==> config.mk <==
export PLATFORM = sky130hd
export DESIGN_NAME = bvdc_device_flat
export DESIGN_NICKNAME = d
export VERILOG_FILES = /design/src/logic/bvdc_pkg.sv /design/src/logic/bvdc_link_if.sv /design/src/logic/bvdc_device.sv /design/src/flat_wrapper.sv
export VERILOG_INCLUDE_DIRS = /design/src /design/src/logic
export SDC_FILE = /design/constraint.sdc
export NUM_CORES = 1
export LEC_CHECK = 0
export ABC_AREA = 0
export BUFFER_PORTS_ARGS = -buffer_cell sky130_fd_sc_hd__buf_2
export CAP_MARGIN = 5
export CORE_MARGIN = 2
export CORE_UTILIZATION = 50
export DETAILED_ROUTE_END_ITERATION = 10
export PLACE_DENSITY = 0.72
export SLEW_MARGIN = 30
export SYNTH_ARGS = -nofsm -noshare
export SYNTH_HDL_FRONTEND = slang
export SYNTH_SLANG_ARGS = --single-unit
==> constraint.sdc <==
create_clock -name sys_clk -period 1.8 [get_ports sys_clk]
set_input_delay 0.09 -clock sys_clk [delete_from_list [all_inputs] [get_ports sys_clk]]
set_output_delay 0.09 -clock sys_clk [all_outputs]
set_load 0.005 [all_outputs]
==> src/logic/bvdc_defines.svh <==
`ifndef BVDC_DEFINES_SVH
`define BVDC_DEFINES_SVH

// ----------------------------------------
// Machine cycle framing
// ----------------------------------------
`define BVDC_MC_CLKS 4'h8
`define BVDC_PH_ADDR 3'h0
`define BVDC_PH_STROBE 3'h5
`define BVDC_PH_LAST 3'h7

// ----------------------------------------
// Line and field structure
// ----------------------------------------
`define BVDC_LINE_CYCLES 4'hE
`define BVDC_HSYNC_CYCLE 4'hC
`define BVDC_HSYNC_END 4'h1
`define BVDC_DMA_CYCLE 4'h1
`define BVDC_FIELD_LINES 9'h106
`define BVDC_VSYNC_LINES 9'h006
`define BVDC_DISP_FIRST 9'h050
`define BVDC_DISP_LINES 9'h080
`define BVDC_IRQ_LEAD 9'h002
`define BVDC_EDGE_LEAD 9'h004
`define BVDC_LINE_BYTES 4'h8
`define BVDC_INT_TO_DMA 6'h1D

`endif

==> src/logic/bvdc_pkg.sv <==
`default_nettype none

package bvdc_pkg;
    // State code carried by the processor in each machine cycle
    typedef enum logic [1:0] {
        BVDC_SC_FETCH = 2'h0,
        BVDC_SC_DMA = 2'h1,
        BVDC_SC_EXEC = 2'h2,
        BVDC_SC_INT = 2'h3
    } bvdc_sc_t;

    typedef enum {
        BVDC_CY_EXEC,
        BVDC_CY_DMA,
        BVDC_CY_INT
    } bvdc_cycle_t;
endpackage

`default_nettype wire

==> src/logic/bvdc_link_if.sv <==
`timescale 1ns/1ps
`default_nettype none

interface bvdc_link_if (
    input wire logic sys_clk
);
    logic address_phase_pulse;
    logic data_strobe_pulse;
    logic state_code_bit_zero;
    logic state_code_bit_one;
    logic [7:0] data_bus;
    logic dma_req_n_oe;
    logic irq_n_oe;
    logic window_boundary_flag_n;
    // Open-drain lines with pull-ups
    logic dma_out_request_n;
    logic irq_n;

    assign dma_out_request_n = ~dma_req_n_oe;
    assign irq_n = ~irq_n_oe;

    modport dev (
        input address_phase_pulse, data_strobe_pulse, state_code_bit_zero, state_code_bit_one, data_bus,
        output dma_req_n_oe, irq_n_oe, window_boundary_flag_n
    );
    modport cpu (
        output address_phase_pulse, data_strobe_pulse, state_code_bit_zero, state_code_bit_one, data_bus,
        input dma_out_request_n, irq_n, window_boundary_flag_n
    );
endinterface

`default_nettype wire

==> src/logic/bvdc_device.sv <==
`timescale 1ns/1ps
`default_nettype none

`include "bvdc_defines.svh"

module bvdc_device (
    // Clock and reset
    input wire logic sys_clk,
    input wire logic rst,
    // Link to the processor
    bvdc_link_if.dev link,
    // Monitor side
    output logic video,
    output logic comp_sync_n,
    // Status
    output logic field_tick,
    output logic in_window
);
    logic addr_pulse, strobe_pulse;
    bvdc_pkg::bvdc_sc_t sc;
    logic sc_sync_ok;
    logic [3:0] mc_q;
    logic [8:0] line_q;
    logic line_end;
    logic field_end;
    logic hsync_q;
    logic vsync;
    logic window;
    logic irq_zone;
    logic edge_zone;
    logic req_q;
    logic [3:0] left_q;
    logic [7:0] shreg_q;
    logic video_q;
    logic sync_n_q;
    logic tick_q;
    logic load;

    assign addr_pulse = link.address_phase_pulse;
    assign strobe_pulse = link.data_strobe_pulse;
    assign sc = bvdc_pkg::bvdc_sc_t'({link.state_code_bit_one, link.state_code_bit_zero});

    // Processor is in step when it is executing during hsync
    assign sc_sync_ok = (sc == bvdc_pkg::BVDC_SC_EXEC);

    // ----------------------------------------
    // Horizontal counter
    // ----------------------------------------
    // A line is 14 machine cycles; a processor out of step loses one
    // cycle at hsync, which pulls it back into line with the raster.
    assign line_end = addr_pulse && ((mc_q == `BVDC_LINE_CYCLES - 4'h1)
        || ((mc_q == `BVDC_HSYNC_CYCLE) && !sc_sync_ok));

    always_ff @(posedge sys_clk) begin
        if (rst) begin
            mc_q <= 4'h0;
        end else if (line_end) begin
            mc_q <= 4'h0;
        end else if (addr_pulse) begin
            mc_q <= mc_q + 4'h1;
        end
    end

    // ----------------------------------------
    // Vertical counter
    // ----------------------------------------
    // Line 0 begins at the 262nd line pulse, so the field is always
    // whole lines with no half-line offset.
    assign field_end = line_end && (line_q == `BVDC_FIELD_LINES - 9'h001);

    always_ff @(posedge sys_clk) begin
        if (rst) begin
            line_q <= 9'h000;
        end else if (field_end) begin
            line_q <= 9'h000;
        end else if (line_end) begin
            line_q <= line_q + 9'h001;
        end
    end

    // ----------------------------------------
    // Sync generation
    // ----------------------------------------
    // Hsync starts at the strobe after the 13th address pulse and ends
    // on the second address pulse of the next line.
    always_ff @(posedge sys_clk) begin
        if (rst) begin
            hsync_q <= 1'b0;
        end else if (strobe_pulse && (mc_q == `BVDC_HSYNC_CYCLE)) begin
            hsync_q <= 1'b1;
        end else if (addr_pulse && (mc_q == `BVDC_HSYNC_END - 4'h1)) begin
            hsync_q <= 1'b0;
        end
    end

    assign vsync = (line_q < `BVDC_VSYNC_LINES);

    // Exclusive-or keeps hsync edges inside vsync as serrations;
    // no equalizing pulses are produced.
    always_ff @(posedge sys_clk) begin
        if (rst) begin
            sync_n_q <= 1'b1;
        end else begin
            sync_n_q <= ~(hsync_q ^ vsync);
        end
    end

    assign comp_sync_n = sync_n_q;

    // ----------------------------------------
    // Display window, interrupt and boundary flag
    // ----------------------------------------
    assign window = (line_q >= `BVDC_DISP_FIRST)
        && (line_q < `BVDC_DISP_FIRST + `BVDC_DISP_LINES);

    // Two whole lines, which is exactly 28 machine cycles
    assign irq_zone = (line_q >= `BVDC_DISP_FIRST - `BVDC_IRQ_LEAD)
        && (line_q < `BVDC_DISP_FIRST);

    // Four lines before the window opens and before it closes
    assign edge_zone = ((line_q >= `BVDC_DISP_FIRST - `BVDC_EDGE_LEAD) && (line_q < `BVDC_DISP_FIRST))
        || ((line_q >= `BVDC_DISP_FIRST + `BVDC_DISP_LINES - `BVDC_EDGE_LEAD)
        && (line_q < `BVDC_DISP_FIRST + `BVDC_DISP_LINES));

    assign link.irq_n_oe = irq_zone;
    assign link.window_boundary_flag_n = ~edge_zone;
    assign in_window = window;

    // Field tick doubles as a software time base
    always_ff @(posedge sys_clk) begin
        if (rst) begin
            tick_q <= 1'b0;
        end else begin
            tick_q <= field_end;
        end
    end

    assign field_tick = tick_q;

    // ----------------------------------------
    // DMA request and byte loading
    // ----------------------------------------
    // Request opens on the second address pulse of the line, as hsync ends; the
    // processor's acknowledge spacing then lands the first burst
    // exactly 29 cycles after it.
    assign load = strobe_pulse && req_q && (sc == bvdc_pkg::BVDC_SC_DMA);

    always_ff @(posedge sys_clk) begin
        if (rst) begin
            req_q <= 1'b0;
            left_q <= 4'h0;
        end else if (addr_pulse && window && (mc_q == `BVDC_DMA_CYCLE - 4'h1)) begin
            req_q <= 1'b1;
            left_q <= `BVDC_LINE_BYTES;
        end else if (load) begin
            // Drop on the eighth strobe so no ninth cycle is taken
            left_q <= left_q - 4'h1;
            if (left_q == 4'h1) begin
                req_q <= 1'b0;
            end
        end
    end

    assign link.dma_req_n_oe = req_q;

    // ----------------------------------------
    // Serializer
    // ----------------------------------------
    // A byte lasts exactly one machine cycle of 8 clocks, so eight
    // back-to-back bytes form one unbroken 64-spot line. Zeros fill in
    // behind, leaving the video dark once the register empties.
    always_ff @(posedge sys_clk) begin
        if (rst) begin
            shreg_q <= 8'h00;
        end else if (load) begin
            shreg_q <= link.data_bus;
        end else begin
            shreg_q <= {shreg_q[6:0], 1'b0};
        end
    end

    // Bit value one drives a lit spot
    always_ff @(posedge sys_clk) begin
        if (rst) begin
            video_q <= 1'b0;
        end else if (load) begin
            video_q <= link.data_bus[7];
        end else begin
            video_q <= shreg_q[6];
        end
    end

    assign video = video_q;
endmodule // bvdc_device

`default_nettype wire

==> src/flat_wrapper.sv <==
// flat-port wrapper written by rule: the top's interface ports become plain ports
module bvdc_device_flat 
  (sys_clk, rst, video, comp_sync_n, field_tick, in_window, link_address_phase_pulse, link_data_strobe_pulse, link_state_code_bit_zero, link_state_code_bit_one, link_data_bus, link_dma_req_n_oe, link_irq_n_oe, link_window_boundary_flag_n);
  bvdc_link_if link_i (.sys_clk(sys_clk));
  input wire logic sys_clk;
  input wire logic rst;
  output logic video;
  output logic comp_sync_n;
  output logic field_tick;
  output logic in_window;
  input wire logic [$bits(link_i.address_phase_pulse)-1:0] link_address_phase_pulse;
  input wire logic [$bits(link_i.data_strobe_pulse)-1:0] link_data_strobe_pulse;
  input wire logic [$bits(link_i.state_code_bit_zero)-1:0] link_state_code_bit_zero;
  input wire logic [$bits(link_i.state_code_bit_one)-1:0] link_state_code_bit_one;
  input wire logic [$bits(link_i.data_bus)-1:0] link_data_bus;
  output wire logic [$bits(link_i.dma_req_n_oe)-1:0] link_dma_req_n_oe;
  output wire logic [$bits(link_i.irq_n_oe)-1:0] link_irq_n_oe;
  output wire logic [$bits(link_i.window_boundary_flag_n)-1:0] link_window_boundary_flag_n;
  assign link_i.address_phase_pulse = link_address_phase_pulse;
  assign link_i.data_strobe_pulse = link_data_strobe_pulse;
  assign link_i.state_code_bit_zero = link_state_code_bit_zero;
  assign link_i.state_code_bit_one = link_state_code_bit_one;
  assign link_i.data_bus = link_data_bus;
  assign link_dma_req_n_oe = link_i.dma_req_n_oe;
  assign link_irq_n_oe = link_i.irq_n_oe;
  assign link_window_boundary_flag_n = link_i.window_boundary_flag_n;
  bvdc_device u_core (.sys_clk(sys_clk), .rst(rst), .link(link_i), .video(video), .comp_sync_n(comp_sync_n), .field_tick(field_tick), .in_window(in_window));
endmodule
## Word level (Yosys, flattened, before mapping)

Index checks and enable logic that the tools add are counted.
Widths: inputs -> output; s select.

- Bitwise operators: 4
- Muxes and demuxes: 9
- Eq/ne operators: 6
- $lt $le $gt $ge: 7
- Reduce and logical (&&, ||, !) cells: 25
- $add $sub $neg: 3

Operators with widths:

| kind | count |
|---|---|
| $ge 9x7->1 const B | 3 |
| $logic_and 1x1->1 | 13 |
| $add 9x1->9 const B | 1 |
| $eq 9x9->1 const B | 1 |
| $ge 9x8->1 const B | 1 |
| $lt 9x3->1 const B | 1 |
| $lt 9x7->1 const B | 1 |
| $lt 9x8->1 const B | 1 |
| $eq 4x4->1 const B | 2 |
| $mux 4 | 2 |
| $reduce_or 2->1 | 4 |
| $mux 7 | 1 |
| $mux 1 | 6 |
| $reduce_bool 2->1 | 3 |
| $add 4x1->4 const B | 1 |
| $eq 4x1->1 const B | 1 |
| $logic_not 4->1 | 1 |
| $sub 4x1->4 const B | 1 |
| $not 1->1 | 3 |
| $eq 2x1->1 const B | 1 |
| $eq 2x2->1 const B | 1 |
| $logic_or 1x1->1 | 2 |
| $reduce_and 2->1 | 1 |
| $logic_not 1->1 | 1 |
| $xor 1x1->1 | 1 |

- Register bits: 29
- Logic and storage cells: 65

## Logic depth before layout (Yosys ltp)

- Word-level depth: 7
- Mapped depth: 7
- Depth with buffers taken out: 5

## Least setup slack after synthesis

Ideal clock, no wire load.

- Kind: reg2reg
- From: reg u_core.line_q[1]
- To: reg u_core.line_q[8]
- Arrival time: 1664 ps
- Required time: 1730 ps
- Period minus slack after synthesis: 1734 ps
- Cell stages (with the launch flop): 6
- Library setup time: 70 ps
- Path buffers: 0
- Setup slack: 66 ps
- Cells stage by stage: dfxtp_1 -> ha_1 -> nand4_4 -> or3_4 -> or4_1 -> a21oi_1

- Longest elaborated chain between the ends: 3
- Elaborated cells on any way between the ends: 4

RTL lines:

| item | RTL line | text |
|---|---|---|
| start, declared | bvdc_device.sv:23 | `logic [8:0] line_q;` |
| start signal, assigned | bvdc_device.sv:77 | `line_q <= line_q + 9'h001;` |
| parallel branches: the longest is 3 deep, another holds $add 9x1->9 | n/a |  |

Parallel ways; which one is timed is not known.
A chain may end at the register's enable or synchronous reset.

## Worst setup path after layout

- From: reg u_core.line_q[0]
- To: reg u_core.line_q[8]

Same word-level chain as after synthesis.

==> results.md <==
* Fin area at 0.001762 mm^2
* RR Endpoint: u_core.line_q[8]$_SDFFE_PP0P_
* Final antenna-violating net count at 0
* Switching power at 0.2893 mW
* Total CTS buffers at 5
* Int Pwr at 0.8524 mW
* Clk sinks at 29
* Worst Path Class, Setup: reg -> reg
* Leakage power at 0.6749 nW
* Most common cell after layout, fill and taps aside: dfxtp_1
* CP Depth at 5
* CP endpoint kind: flip-flop
* Fillers at 236
* Starting Density at 52.49%
* CP Capture Point: u_core.line_q[8]$_SDFFE_PP0P_
* Max VDD drop at 0.0006750 V
* Worst Min Path Start: link_address_phase_pulse
* CP Data Required Time at 2.07 ns
* Setup violators final at 0
* Placed cell area at 0.001602 mm^2
* Crit-path cells: ha_4 -> nand4_4 -> or3_4 -> or4_4 -> a21oi_2
* Remaining DRCs at 0
* Worst skew pair latency at 0.32 ns
* Final Routed Wirelength at 2997 um
* DR vias/cell at 5.504
* Post-route setup TNS at 0 ns
* CTS clk-pin slew, worst paths at 0.09 ns
* Post-synthesis register bit count at 29
* I/O pin cnt at 21
* Combinational share of power at 10.4%
* Clk pwr share at 32.5%
* Status: finished clean
* H-tree lvl count at 2
* Reg power frac at 57.1%
* Tot Pwr at 1.142 mW
* Via count at 1299
* Synth Area per Inst at 8.751 um^2
* Placer Congestion at 0.8329
* Dpl ws at 0.06499 ns
* CP top delay family: simple AND/OR/NAND/NOR gates
* Row cnt at 19
* Worst slew pin tran at 0.4620 ns
* I/O Buffers at 20
* RR Startpoint: u_core.line_q[0]$_SDFFE_PP0P_
* Die height at 57.58 um
* Period minus WS final at 1.743 ns
* Worst min path class: in -> reg
* Sw Share at 25.34%
* Worst setup margin at 0.05706 ns
* DIE WIDTH at 57.58 um
* DIE AREA at 0.003315 mm^2
* First-pass GRT wire length at 4947 um
* Max incr delay on CP at 0.49 ns
* Initial antenna violation count at 0
* Critical Path AT at 2.01 ns
* TritonCTS clock tree: done
* Crit path launch: u_core.line_q[0]$_SDFFE_PP0P_
* Critical Path Fanout Max at 4
* Ys Warns at 0
* Crit path launch type: flip-flop
* Layout cells sized above 1 at 27.80%
* CTS max path bufs at 2
* Cell Pwr Density at 648.1 mW/mm^2
* DP HPWL at 2163 um
* Ant. Diodes at 0
* Drt wl/cell at 12.70 um
* Syn nets at 185
* Post-Syn Instances at 164
* Distinct cells, synth at 35
* Final hold viol count at 0
* Fmax at 573.7 MHz
* Buffers & Inverters on Critical Path at 0
* Synthesized area at 0.001435 mm^2
* Vias in the first global route at 1228
* Total gr overflow at 0
* Most frequent cells in the layout: dfxtp_1 (27), nand2_1 (24), a21oi_1 (22)
* Sequential fraction of the synthesis area at 40.45%
* R2r setup slk at 0.06 ns
* Nets@finish at 225
* Post CTS Setup Buffer Count at 0
* R2R depth at 5
* Relative slew margins at 68.92%
* Drt first pass iters at 4
* Core Region at 0.002734 mm^2
* Root Driver: clkbuf_4
* Total of max-cap violations at 0
* Max-slew violation count at 0
* Slowest CP cell: or4_4
* Final period util at 96.83%
* Worst Skew at 0.007465 ns
* Layout area overhead at 22.76%
* Iter 0 DRT Violations at 35
* Largest net degree at the start of global routing at 19
* Total GRT Usage at 19.37%
-- worst min-delay path, stage by stage --
cell	delay, ns
buf_2	0.14
xnor2_1	0.14
nor3_1	0.04
-- cell usage after synthesis, drive strengths merged --
| cell type | n | area [um^2] |
|---|---|---|
| dfxtp | 29 | 580.6 |
| nand2 | 25 | 96.35 |
| a21oi | 23 | 115.1 |
| nor3 | 9 | 45.04 |
| ha | 7 | 87.58 |
| inv | 7 | 26.28 |
| or3 | 6 | 50.04 |
| or4 | 6 | 48.80 |
| nand3 | 5 | 25.02 |
| nor2 | 5 | 18.77 |
| o21ai | 5 | 25.02 |
| o31ai | 5 | 37.54 |
| buf | 4 | 45.04 |
| clkbuf | 4 | 25.02 |
| xnor2 | 4 | 35.03 |
| nand4 | 3 | 33.78 |
| xor2 | 3 | 26.28 |
| and3 | 2 | 12.51 |
| nor4 | 2 | 12.51 |
| o41ai | 2 | 25.03 |
| a2111oi | 1 | 8.760 |
| a31oi | 1 | 6.260 |
| and4b | 1 | 10.01 |
| mux2i | 1 | 10.01 |
| nand2b | 1 | 6.260 |
| nand3b | 1 | 7.510 |
| nand4b | 1 | 8.760 |
| nor2b | 1 | 6.260 |
-- how the worst min path moves through the flow --
stage                              endpoint  slack [ns]  cells after the start
2_1_floorplan  u_core.shreg_q[1]$_SDFF_PP0_        0.23                      2
3_3_place_gp   u_core.shreg_q[0]$_SDFF_PP0_        0.33                      2
3_5_place_dp   u_core.shreg_q[0]$_SDFF_PP0_        0.33                      2
4_1_cts        u_core.shreg_q[1]$_SDFF_PP0_       0.003                      3
5_1_grt         u_core.mc_q[0]$_SDFFE_PP0P_        0.12                      3
6_report        u_core.mc_q[0]$_SDFFE_PP0P_        0.13                      3
-- stage by stage --
stage	hold WS, ns	utilization, %	cells
final	0.1315	64.44	236
after global routing	0.1226	64.44	236
after CTS	0.002818	63.16	235
after detailed placement	0.3320	58.58	220
after global placement	0.3254	58.58	220
after floorplan	0.2260	-	164
-- layout make-up --
cell class                      instances  area [um^2]  share of cell area (%)
Sequential cell                        29        583.1                   33.10
Inverter                                7        26.28                   1.491
Timing Repair Buffer                   41        277.8                   15.77
Multi-Input combinational cell        120        780.7                   44.32
Clock inverter                          3        17.52                  0.9943
Clock buffer                            5        37.54                   2.131
Tap cell                               31        38.79                   2.202
-- power groups by stage --
stage	registers [mW]	logic (mW)	clock network (mW)
detailed placement	0.666	0.103	0
global placement	0.666	0.0989	0
finish	0.652	0.119	0.371
CTS	0.651	0.115	0.386
global route	0.653	0.133	0.417
floorplan	0.668	0.0676	0
-- state kept, by name, indices dropped and copies added, names as in the netlist --
name / cells
u_core.shreg_q: 7
u_core.video: 1
u_core.mc_q: 4
u_core.field_tick: 1
u_core.hsync_q: 1
u_core.left_q: 4
u_core.line_q: 9
u_core.comp_sync_n: 1
u_core.link.dma_req_n_oe: 1
-- kinds of logic (layout without fill, tap and decap cells) --
kind of cell	Yosys count	count (layout)	synth area share (%)
buffers and inverters	15	56	6.713
AND/OR/NAND/NOR	68	68	26.59
flip-flops	29	29	40.45
AO/OA/AOI/OAI	37	37	15.17
multiplexers	1	1	0.6975
adder cells (fa/ha/maj)	7	7	6.103
XOR/XNOR	7	7	4.272
-- layer usage --
layer	routed length [um]	track usage (%)
met2	1542	33.77
met5	0	0
met1	1258	21.38
met3	145	6.576
met4	51	7.973
-- timing repair --
action,4_1_cts,5_1_grt
hold endpoints to repair,7,1
hold buffers,7,1
gates resized for setup,0,7
setup endpoints to repair,0,5
Power figures use the tool's default switching activity.
